## config.mk

```make
export PLATFORM = sky130hd
export DESIGN_NAME = pmc_top
export DESIGN_NICKNAME = d
export VERILOG_FILES = /design/src/rtl/pmc_top.v
export VERILOG_INCLUDE_DIRS = /design/src /design/src/common
export SDC_FILE = /design/constraint.sdc
export NUM_CORES = 1
export LEC_CHECK = 0
export CAP_MARGIN = 20
export CORE_ASPECT_RATIO = 0.5
export CORE_MARGIN = 4
export CORE_UTILIZATION = 55
export DETAILED_ROUTE_END_ITERATION = 10
export DONT_BUFFER_PORTS = 1
export PLACE_DENSITY_LB_ADDON = 0.12
export SLEW_MARGIN = 10
export SYNTH_ARGS = -nofsm -noshare
export SYNTH_HDL_FRONTEND = slang
export SYNTH_SLANG_ARGS = --single-unit
export TNS_END_PERCENT = 20
```

## constraint.sdc

```tcl
create_clock -name i_ref_clk -period 5.87 [get_ports i_ref_clk]
set_input_delay 1.174 -clock i_ref_clk [delete_from_list [all_inputs] [get_ports i_ref_clk]]
set_output_delay 1.174 -clock i_ref_clk [all_outputs]
set_load 0.01 [all_outputs]
```

## src/common/pmc_map.vh

```
// pmc_map.vh: register offsets, field positions, frame and timing
// constants of the management and configuration block.
// assumes: included by bare name from the design files under rtl/.
`ifndef PMC_MAP_VH
`define PMC_MAP_VH

////////////////////////////////////////////////////////////////////////
// ahb register byte offsets
`define PMC_OFF_CTRL        8'h00
`define PMC_OFF_STATUS      8'h04
`define PMC_OFF_IRQ_STAT    8'h08
`define PMC_OFF_IRQ_CLR     8'h0C
`define PMC_OFF_IRQ_EN      8'h10
`define PMC_OFF_MGMT_LOG    8'h14

// control and status fields
`define PMC_CTRL_AN_START   0
`define PMC_ST_SGMII        0
`define PMC_ST_AN_DONE      1
`define PMC_ST_AN_BUSY      2
`define PMC_ST_LOOPBACK     3
`define PMC_ST_POWERDOWN    4
`define PMC_ST_ISOLATE      5

// interrupt status / clear / enable layout
`define PMC_IRQ_W           3
`define PMC_IRQ_AN_DONE     0
`define PMC_IRQ_MGMT_WR     1
`define PMC_IRQ_MGMT_RD     2

// static configuration word
`define PMC_CFG_RESERVED    0
`define PMC_CFG_LOOPBACK    1
`define PMC_CFG_POWERDOWN   2
`define PMC_CFG_ISOLATE     3

////////////////////////////////////////////////////////////////////////
// serial management frame
`define PMC_PRE_BITS        6'd32
`define PMC_HDR_LAST        4'd11
`define PMC_DATA_LAST       4'd15
`define PMC_OP_READ         2'b10
`define PMC_OP_WRITE        2'b01
`define PMC_REG_CTRL        5'h00
`define PMC_REG_STAT        5'h01
`define PMC_REG_STD         5'h10
`define PMC_MC_RESTART_AN   9
`define PMC_MC_ISOLATE      10
`define PMC_MC_POWERDOWN    11
`define PMC_MC_LOOPBACK     14
`define PMC_MS_AN_DONE      5
`define PMC_MD_SGMII        0
`define PMC_MD_IRQ_EN       1
`define PMC_MD_IRQ_PEND     2

////////////////////////////////////////////////////////////////////////
// timing
`define PMC_MDC_MAX_KHZ     2500
`define PMC_CLK_PERIOD_NS   25
`define PMC_LT_UNIT_CYCLES  4096
`define PMC_LT_UNIT_PER_NS  8

`endif

```

## src/rtl/pmc_top.v

```verilog
// pmc_top.v: serial management slave, configuration word, link timer
// and standard select of the gigabit coding sublayer, with an ahb-lite
// register port. assumes one 40 MHz clock; every pin outside the ahb port and reset is asynchronous.
//
// Notes on behaviour
// far controller keeps mdc at most 2.5 MHz; the bench controller runs mdc at 5 MHz.
// tri-state control low only while driving data.
// unused management data input is tied high.
// five-bit strap picks the answering address.
// bit 1 loops back or requests external wrap.
// bit 2 powers down until reset; tbi ignores.
// bit 3 requests electrical isolation of gmii.
// bit 0 is reserved, no function.
// configuration word driven synchronous to reference.
// link timer is setting times 4096 units.
// completion interrupt, enabled and cleared by management.
// dynamic mode picks per-standard timer setting.
// reset default standard from the select input.
// management write overrides standard after reset.
// dynamic mode always includes the management port.
// reset high returns the whole block to defaults.
// clause 22 frames, answering only strapped address.
//
// The placing of the registers and the AHB-Lite slave port were chosen for this implementation.
`include "pmc_map.vh"
`default_nettype none

module pmc_top #(
    parameter TBI_VARIANT    = 0,
    parameter DYNAMIC_SWITCH = 1,
    parameter MDIO_PRESENT   = 1,
    parameter TIMER_SCALE    = (`PMC_LT_UNIT_CYCLES * `PMC_LT_UNIT_PER_NS)
                               / `PMC_CLK_PERIOD_NS,
    parameter CNT_W          = 21
) (
    input  wire        i_ref_clk,
    input  wire        i_reset,
    input  wire        i_hsel,
    input  wire [31:0] i_haddr,
    input  wire [1:0]  i_htrans,
    input  wire        i_hwrite,
    input  wire [2:0]  i_hsize,
    input  wire [31:0] i_hwdata,
    input  wire        i_hready,
    output wire [31:0] o_hrdata,
    output wire        o_hreadyout,
    output wire        o_hresp,
    input  wire        i_mdc,
    input  wire        i_mdio_in,
    output wire        o_mdio_out,
    output wire        o_mdio_tri,
    output wire        o_mdio_oe,
    input  wire [4:0]  i_phy_addr,
    input  wire [3:0]  i_config_vec,
    input  wire [8:0]  i_link_timer_value,
    input  wire [8:0]  i_link_timer_basex,
    input  wire [8:0]  i_link_timer_sgmii,
    input  wire        i_basex_or_sgmii,
    output wire        o_loopback,
    output wire        o_ext_wrap,
    output wire        o_powerdown,
    output wire        o_isolate,
    output wire        o_std_sgmii,
    output wire        o_an_busy,
    output wire        o_negotiation_done_irq,
    output wire        o_irq
);

    localparam ST_PRE   = 3'd0;
    localparam ST_START = 3'd1;
    localparam ST_HDR   = 3'd2;
    localparam ST_TA    = 3'd3;
    localparam ST_DATA  = 3'd4;
    localparam SYNC_W   = 39;
    localparam MGMT_ON  = (MDIO_PRESENT != 0) || (DYNAMIC_SWITCH != 0);

    // setting times the scaled unit, cut to the counter width
    function [CNT_W-1:0] pmc_lt_cycles;
        input [8:0] setting;
        reg   [31:0] prod;
        begin
            prod = setting * TIMER_SCALE;
            pmc_lt_cycles = prod[CNT_W-1:0];
        end
    endfunction

    ////////////////////////////////////////////////////////////////////
    // two-flop synchronisers for every management, strap and configuration pin
    wire [SYNC_W-1:0] pin_vec = {i_mdc, i_mdio_in, i_phy_addr,
                                 i_config_vec, i_link_timer_value,
                                 i_link_timer_basex, i_link_timer_sgmii,
                                 i_basex_or_sgmii};
    reg  [SYNC_W-1:0] sync1_r;
    reg  [SYNC_W-1:0] sync2_r;
    reg               mdc_d_r;

    always @(posedge i_ref_clk) begin
        if (i_reset) begin
            sync1_r <= {SYNC_W{1'b0}};
            sync2_r <= {SYNC_W{1'b0}};
            mdc_d_r <= 1'b0;
        end else begin
            sync1_r <= pin_vec;
            sync2_r <= sync1_r;
            mdc_d_r <= sync2_r[38];
        end
    end

    wire       mdc_s    = sync2_r[38];
    wire       mdi_s    = sync2_r[37];
    wire [4:0] phy_s    = sync2_r[36:32];
    wire [3:0] cfg_s    = sync2_r[31:28];
    wire [8:0] lt_val_s = sync2_r[27:19];
    wire [8:0] lt_bx_s  = sync2_r[18:10];
    wire [8:0] lt_sg_s  = sync2_r[9:1];
    wire       bos_s    = sync2_r[0];
    // mdc is slow against the 40 MHz clock, so edges are found by sampling
    wire       mdc_rise = mdc_s & ~mdc_d_r;

    ////////////////////////////////////////////////////////////////////
    // serial management frame engine
    reg  [2:0]  st_r;
    reg  [5:0]  pre_cnt_r;
    reg  [3:0]  bit_cnt_r;
    reg  [11:0] hdr_r;
    reg  [15:0] sh_r;
    reg         mdo_r;
    reg         tri_r;
    reg  [15:0] rd_data;
    wire [11:0] hdr_nxt  = {hdr_r[10:0], mdi_s};
    wire        addr_hit = MGMT_ON && (hdr_r[9:5] == phy_s);
    wire        rd_hit   = addr_hit && (hdr_r[11:10] == `PMC_OP_READ);
    wire        wr_hit   = addr_hit && (hdr_r[11:10] == `PMC_OP_WRITE);
    wire [4:0]  reg_sel  = hdr_r[4:0];
    wire        frame_end = mdc_rise && (st_r == ST_DATA)
                            && (bit_cnt_r == `PMC_DATA_LAST);
    wire        mgmt_wr  = frame_end && wr_hit;
    wire        mgmt_rd  = frame_end && rd_hit;
    wire [15:0] wr_word  = {sh_r[14:0], mdi_s};

    // an idle line reads as ones, so a tied-high input never starts
    // a frame
    always @(posedge i_ref_clk) begin
        if (i_reset) begin
            st_r      <= ST_PRE;
            pre_cnt_r <= 6'h00;
            bit_cnt_r <= 4'h0;
            hdr_r     <= 12'h000;
            sh_r      <= 16'h0000;
            mdo_r     <= 1'b1;
            tri_r     <= 1'b1;
        end else if (mdc_rise) begin
            case (st_r)
                ST_PRE: begin
                    if (mdi_s) begin
                        if (pre_cnt_r != `PMC_PRE_BITS)
                            pre_cnt_r <= pre_cnt_r + 6'h01;
                    end else if (pre_cnt_r == `PMC_PRE_BITS) begin
                        st_r      <= ST_START;
                        pre_cnt_r <= 6'h00;
                    end else begin
                        pre_cnt_r <= 6'h00;
                    end
                end
                ST_START: begin
                    bit_cnt_r <= 4'h0;
                    st_r      <= mdi_s ? ST_HDR : ST_PRE;
                end
                ST_HDR: begin
                    hdr_r <= hdr_nxt;
                    if (bit_cnt_r == `PMC_HDR_LAST) begin
                        st_r      <= ST_TA;
                        bit_cnt_r <= 4'h0;
                    end else begin
                        bit_cnt_r <= bit_cnt_r + 4'h1;
                    end
                end
                ST_TA: begin
                    // first turnaround bit stays released, second is 0
                    if (bit_cnt_r == 4'h0) begin
                        bit_cnt_r <= 4'h1;
                        if (rd_hit) begin
                            tri_r <= 1'b0;
                            mdo_r <= 1'b0;
                        end
                    end else begin
                        st_r      <= ST_DATA;
                        bit_cnt_r <= 4'h0;
                        sh_r      <= {rd_data[14:0], 1'b0};
                        mdo_r     <= rd_hit ? rd_data[15] : 1'b1;
                    end
                end
                ST_DATA: begin
                    sh_r <= wr_word;
                    if (bit_cnt_r == `PMC_DATA_LAST) begin
                        st_r  <= ST_PRE;
                        tri_r <= 1'b1;
                        mdo_r <= 1'b1;
                    end else begin
                        bit_cnt_r <= bit_cnt_r + 4'h1;
                        if (rd_hit)
                            mdo_r <= sh_r[15];
                    end
                end
                default: begin
                    st_r  <= ST_PRE;
                    tri_r <= 1'b1;
                end
            endcase
        end
    end

    assign o_mdio_out = mdo_r;
    assign o_mdio_tri = tri_r;
    assign o_mdio_oe  = ~tri_r;

    ////////////////////////////////////////////////////////////////////
    // management registers, standard select and power-down latch
    reg        m_loop_r;
    reg        m_iso_r;
    reg        m_irq_en_r;
    reg        m_pend_r;
    reg        std_r;
    reg  [1:0] std_ld_r;
    reg        pdn_r;
    reg        an_done_r;
    reg        an_busy_r;
    reg [20:0] mgmt_log_r;
    wire       an_event;
    wire       m_restart = mgmt_wr && (reg_sel == `PMC_REG_CTRL)
                           && wr_word[`PMC_MC_RESTART_AN];
    wire       m_std_wr  = mgmt_wr && (reg_sel == `PMC_REG_STD);
    wire       m_pdn_req = (mgmt_wr && (reg_sel == `PMC_REG_CTRL)
                           && wr_word[`PMC_MC_POWERDOWN])
                           || cfg_s[`PMC_CFG_POWERDOWN];

    always @* begin
        rd_data = 16'h0000;
        case (reg_sel)
            `PMC_REG_CTRL: begin
                rd_data[`PMC_MC_LOOPBACK]  = m_loop_r;
                rd_data[`PMC_MC_POWERDOWN] = pdn_r;
                rd_data[`PMC_MC_ISOLATE]   = m_iso_r;
            end
            `PMC_REG_STAT: rd_data[`PMC_MS_AN_DONE] = an_done_r;
            `PMC_REG_STD: begin
                rd_data[`PMC_MD_SGMII]    = std_r;
                rd_data[`PMC_MD_IRQ_EN]   = m_irq_en_r;
                rd_data[`PMC_MD_IRQ_PEND] = m_pend_r;
            end
            default: rd_data = 16'h0000;
        endcase
    end

    always @(posedge i_ref_clk) begin
        if (i_reset) begin
            m_loop_r   <= 1'b0;
            m_iso_r    <= 1'b0;
            m_irq_en_r <= 1'b0;
            m_pend_r   <= 1'b0;
            std_r      <= 1'b0;
            std_ld_r   <= 2'b00;
            pdn_r      <= 1'b0;
            mgmt_log_r <= 21'h000000;
        end else begin
            if (mgmt_wr)
                mgmt_log_r <= {reg_sel, wr_word};
            if (mgmt_wr && (reg_sel == `PMC_REG_CTRL)) begin
                m_loop_r <= wr_word[`PMC_MC_LOOPBACK];
                m_iso_r  <= wr_word[`PMC_MC_ISOLATE];
            end
            if (m_std_wr)
                m_irq_en_r <= wr_word[`PMC_MD_IRQ_EN];
            // a completion landing on the clearing write still sets
            m_pend_r <= (m_pend_r & ~(m_std_wr
                         && wr_word[`PMC_MD_IRQ_PEND])) | an_event;
            // synchroniser needs a few cycles before the strap is valid
            if (std_ld_r != 2'b11) begin
                std_ld_r <= std_ld_r + 2'b01;
                std_r    <= bos_s;
            end else if (m_std_wr && (DYNAMIC_SWITCH != 0)) begin
                std_r <= wr_word[`PMC_MD_SGMII];
            end
            // only reset brings the transceiver back up
            if ((TBI_VARIANT == 0) && m_pdn_req)
                pdn_r <= 1'b1;
        end
    end

    ////////////////////////////////////////////////////////////////////
    // auto-negotiation link timer
    reg  [CNT_W-1:0] lt_cnt_r;
    wire [8:0]       lt_setting = (DYNAMIC_SWITCH == 0) ? lt_val_s :
                                  (std_r ? lt_sg_s : lt_bx_s);
    wire             ahb_start;
    wire             an_start = ahb_start | m_restart;

    assign an_event = an_busy_r && (lt_cnt_r <= {{(CNT_W-1){1'b0}}, 1'b1});

    always @(posedge i_ref_clk) begin
        if (i_reset) begin
            an_busy_r <= 1'b0;
            an_done_r <= 1'b0;
            lt_cnt_r  <= {CNT_W{1'b0}};
        end else if (an_start) begin
            an_busy_r <= 1'b1;
            an_done_r <= 1'b0;
            lt_cnt_r  <= pmc_lt_cycles(lt_setting);
        end else if (an_event) begin
            an_busy_r <= 1'b0;
            an_done_r <= 1'b1;
        end else if (an_busy_r) begin
            lt_cnt_r <= lt_cnt_r - {{(CNT_W-1){1'b0}}, 1'b1};
        end
    end

    ////////////////////////////////////////////////////////////////////
    // configuration outputs, registered
    reg  lb_r;
    reg  wrap_r;
    reg  iso_r;
    reg  ndi_r;
    wire loop_req = cfg_s[`PMC_CFG_LOOPBACK] | m_loop_r;
    // cfg_s reserved bit is deliberately left unread

    always @(posedge i_ref_clk) begin
        if (i_reset) begin
            lb_r   <= 1'b0;
            wrap_r <= 1'b0;
            iso_r  <= 1'b0;
            ndi_r  <= 1'b0;
        end else begin
            lb_r   <= (TBI_VARIANT == 0) && loop_req;
            wrap_r <= (TBI_VARIANT != 0) && loop_req;
            iso_r  <= cfg_s[`PMC_CFG_ISOLATE] | m_iso_r;
            ndi_r  <= m_pend_r & m_irq_en_r;
        end
    end

    assign o_loopback             = lb_r;
    assign o_ext_wrap             = wrap_r;
    assign o_powerdown            = pdn_r;
    assign o_isolate              = iso_r;
    assign o_std_sgmii            = std_r;
    assign o_an_busy              = an_busy_r;
    assign o_negotiation_done_irq = ndi_r;

    ////////////////////////////////////////////////////////////////////
    // ahb-lite slave: zero wait states, always OKAY
    reg  [31:0]           hrdata_r;
    reg                   wr_pend_r;
    reg  [7:0]            wr_addr_r;
    reg  [`PMC_IRQ_W-1:0] irq_stat_r;
    reg  [`PMC_IRQ_W-1:0] irq_en_r;
    reg  [31:0]           rd_mux;
    wire                  addr_ok = (i_haddr[31:8] == 24'h000000);
    wire                  ahb_act = i_hsel & i_htrans[1] & i_hready;
    wire                  wr_ctrl = wr_pend_r
                                    && (wr_addr_r == `PMC_OFF_CTRL);
    wire                  wr_clr  = wr_pend_r
                                    && (wr_addr_r == `PMC_OFF_IRQ_CLR);
    wire [`PMC_IRQ_W-1:0] irq_evt = {mgmt_rd, mgmt_wr, an_event};

    assign ahb_start = wr_ctrl && i_hwdata[`PMC_CTRL_AN_START];

    always @* begin
        rd_mux = 32'h00000000;
        if (addr_ok) begin
            case (i_haddr[7:0])
                `PMC_OFF_STATUS: begin
                    rd_mux[`PMC_ST_SGMII]     = std_r;
                    rd_mux[`PMC_ST_AN_DONE]   = an_done_r;
                    rd_mux[`PMC_ST_AN_BUSY]   = an_busy_r;
                    rd_mux[`PMC_ST_LOOPBACK]  = lb_r | wrap_r;
                    rd_mux[`PMC_ST_POWERDOWN] = pdn_r;
                    rd_mux[`PMC_ST_ISOLATE]   = iso_r;
                end
                `PMC_OFF_IRQ_STAT: rd_mux[`PMC_IRQ_W-1:0] = irq_stat_r;
                `PMC_OFF_IRQ_EN:   rd_mux[`PMC_IRQ_W-1:0] = irq_en_r;
                `PMC_OFF_MGMT_LOG: rd_mux[20:0] = mgmt_log_r;
                default:           rd_mux = 32'h00000000;
            endcase
        end
    end

    always @(posedge i_ref_clk) begin
        if (i_reset) begin
            hrdata_r   <= 32'h00000000;
            wr_pend_r  <= 1'b0;
            wr_addr_r  <= 8'h00;
            irq_stat_r <= {`PMC_IRQ_W{1'b0}};
            irq_en_r   <= {`PMC_IRQ_W{1'b0}};
        end else begin
            wr_pend_r <= ahb_act & i_hwrite & addr_ok;
            if (ahb_act)
                wr_addr_r <= i_haddr[7:0];
            if (ahb_act && !i_hwrite)
                hrdata_r <= rd_mux;
            if (wr_pend_r && (wr_addr_r == `PMC_OFF_IRQ_EN))
                irq_en_r <= i_hwdata[`PMC_IRQ_W-1:0];
            // a new event wins over a clear in the same cycle
            irq_stat_r <= (irq_stat_r & ~({`PMC_IRQ_W{wr_clr}}
                          & i_hwdata[`PMC_IRQ_W-1:0])) | irq_evt;
        end
    end

    assign o_hrdata    = hrdata_r;
    assign o_hreadyout = 1'b1;
    assign o_hresp     = 1'b0;
    assign o_irq       = |(irq_stat_r & irq_en_r);

endmodule // pmc_top

`default_nettype wire

```

==> impl_metrics.yaml <==
synth:
  yosys_warnings: 0
  synth_xor_area_share_pct: 3.25
  postSynthCellCount: 1050
  synth_edf_count: 0
  synth_cell_types: 76
  ys_ff_latch: 193
  ys_async_sr_fraction_pct: 0
  syn_avg_cell_area_sq_um: 8.98
  synth-adder-area-share_pct: 12.1
  synth_ff_type: "dfxtp_1"
  syn-cell-area_sq_mm: 0.00943
  synth_top_family_by_area: "simple AND/OR/NAND/NOR gates"
  synth_mux_area_share_pct: 3.03
  ys_seq_area_share_pct: 41.0
  synth_compound_area_share_pct: 13.4
  synth_simple_gate_area_share_pct: 21.6
setup_path:
  rr_startpoint: "o_std_sgmii"
  reg2reg_slack_ps: 830
  startpoint: "o_std_sgmii"
  critPathCaptureType: "flop"
  cp_max_fo: 10
  crit_end: "lt_cnt_r[19]"
  cp.required_ps: 6160
  ff2ff_path_depth: 18
  r2r_end: "lt_cnt_r[19]"
  critical_path_class: "reg -> reg"
  cp-start-kind: "flop"
  arrival_ps: 5330
timing:
  setup_viol: 0
  tightest_slew_ps: 893
  rsz0062_at_grt: "no"
  fin_skew_ps: 10.5
  maxSlewViolCount: 0
  finalSetupTns_ps: 0
  max_freq_ghz: 0.198
  fin_crit_sh_pct: 85.9
  hold_viol: 0
  layout_min_cycle_time_ps: 5040
  slew_headroom_pct: 40.1
placed_design:
  gp_congestion: 0.842
  port_buffers: 0
  placed_area_sq_mm: 0.00948
  place_inst: 1233
  dp_hpwl_mm: 14.0
clock_tree:
  cts_tree: "built"
  htreeDepth: 4
  cts.sinks: 193
  clockBufferDepth: 2
  cts_hold_buffers: 0
  cts-root-buf: "clkbuf_16"
  cts_inserted_buffers: 17
  cts_setup_buffers: 0
  insertion_delay_ps: 430
  ctsResizeCount: 0
  clk_pin_slew_ps: 70
final_layout:
  drive_above_1_share_pct: 5.69
  diodes: 0
  final_common_cell: "dfxtp_1"
  syn_to_final_growth_pct: 6.38
  fin_area_sq_mm: 0.0100
  most-common-layout-cells: "193 x dfxtp_1, 105 x nand2_1, 102 x nor2_1"
  layout.nets: 1218
  stdcell_count: 1264
pwr:
  swShare_pct: 25.0
  power_frac_comb_pct: 8.7
  powerDensity_mw_per_mm2: 265
  p_leak_uw: 0.00409
  power_switching_uw: 666
  irDropWorstVdd_mv: 0.219
  finalPower_uw: 2660
  p_seq_share_pct: 50.6
  p_int_uw: 1990
  clkPwrFrac_pct: 40.7
run_status:
  status: "completed"
drt:
  dr.first_iter.drc_count: 338
  num_vias: 7055
  drc: 0
  routedWlPerCell_microns: 15.2
  firstDrtPassIters: 5
  vias_per_cell: 5.58
  drt_wl_total_mm: 19.2
  ant_nets: 0
die:
  die_h_microns: 101
  core_sq_mm: 0.0166
  die_area_sq_mm: 0.0194
  num_io_pins: 158
  row_count: 33
  dieWidth_microns: 193
  start_util_pct: 56.8
global_route:
  antenna_found_initial: 0
  grt_remaining_overflow: 0
  grt_usage_pct: 20.2
  grt_pass1_vias: 6594
  grt_max_degree: 179
  grt_first_pass_wirelength_mm: 32.0
worst_hold_path:
  min_path_type: "reg -> reg"
flow_run:
  maxCapViolCount: 0
-- synth_stat cells (all sizes together), types with 3 or more instances --
master	number	area [sq um]
o31ai	4	48.8
and2	4	25.0
nand3	26	135
mux2i	24	240
dfxtp	193	3860
a21oi	75	375
and3	7	43.8
fa	19	380
o21ai	24	120
a22oi	26	195
nor2	104	395
buf	25	178
or2	3	18.8
o22ai	5	31.3
inv	52	195
nor3b	5	37.5
nand3b	4	30.0
nand4	5	31.3
xor2	15	131
o21a	3	22.5
or3	7	47.5
a311oi	3	26.3
nor3	25	136
o32ai	3	26.3
xnor2	20	175
nor4b	4	35.0
a211oi	18	135
nor2b	69	432
nor4	19	125
or4	4	37.5
ha	61	763
nand2	105	394
mux2	4	45.0
a221oi	4	35.0
nand2b	6	37.5
a21o	6	45.0
clkbuf	36	149
-- worst min-delay path by stage --
| stage | end | from | cells after the start | slack (ps) |
|---|---|---|---|---|
| after detailed placement | sync2_r[14] | sync1_r[14] | 1 | 420 |
| final | sync2_r[16] | sync1_r[16] | 1 | 440 |
| after global placement | sync2_r[16] | sync1_r[16] | 1 | 420 |
| after floorplan | o_isolate | sync2_r[31] | 2 | 410 |
| after global routing | sync2_r[9] | sync1_r[9] | 1 | 450 |
| after CTS | sync2_r[14] | sync1_r[14] | 1 | 440 |
-- sequential cells by signal, indices dropped and copies added, names as in the netlist, 4 cells and up --
register,flops
sync1_r,29
sync2_r,29
lt_cnt_r,21
mgmt_log_r,21
o_hrdata,21
sh_r,16
hdr_r,12
wr_addr_r,8
pre_cnt_r,6
bit_cnt_r,4
-- area by class of cell --
cell class                 instances  area, sq um
clock buffer                      19          443
clock inverter                    12          108
fill                            1473         6570
inverter                          52          195
multi-input combinational        756         5100
sequential                       193         3860
tap                              227          284
timing repair buffer               5         37.5
-- routing by layer --
metal	vias to the layer above	share of wire, %	GRT usage [%]
met5	-	0	0
met2	130	46	32.5
met3	19	4.3	4.78
li1	3544	-	-
met4	0	0.86	4.89
met1	3362	48	27.7
-- through the flow --
| step | util, % | hold WS (ps) | setup slack (ps) |
|---|---|---|---|
| 6_report | 60.4 | 438 | 827 |
| 3_5_place_dp | 57.1 | 421 | 794 |
| 2_1_floorplan | - | 411 | 712 |
| 5_1_grt | 60.4 | 453 | 454 |
| 4_1_cts | 60.4 | 438 | 770 |
| 3_3_place_gp | 57.1 | 418 | 898 |
-- power groups by stage --
stage,sequential [uW],combinational (uW),clock (uW)
floorplan,1370,210,0
global route,1350,271,1170
CTS,1350,237,1110
detailed placement,1380,233,0
finish,1340,231,1080
global placement,1370,227,0
-- worst max-delay path: stages, from the launching register on --
cell,delay [ps]
dfxtp_1,410
buf_4,280
mux2i_1,330
inv_1,230
fa_1,600
ha_1,230
ha_1,180
inv_1,70
fa_1,420
inv_1,70
ha_1,190
inv_1,60
fa_1,380
nand2b_1,190
a21oi_1,210
o21ai_1,220
or4bb_1,540
a31oi_1,210
a211oi_1,70
-- logic make-up (layout without fill, tap and decap cells) --
kind of cell	Yosys count	after routing
adder cells (fa/ha/maj)	80	80
AO/OA/AOI/OAI	194	194
flip-flops	193	193
buffers and inverters	113	88
other	2	14
multiplexers	28	28
AND/OR/NAND/NOR	405	405
XOR/XNOR	35	35
Note: power is estimated with default switching activity, not from simulation.
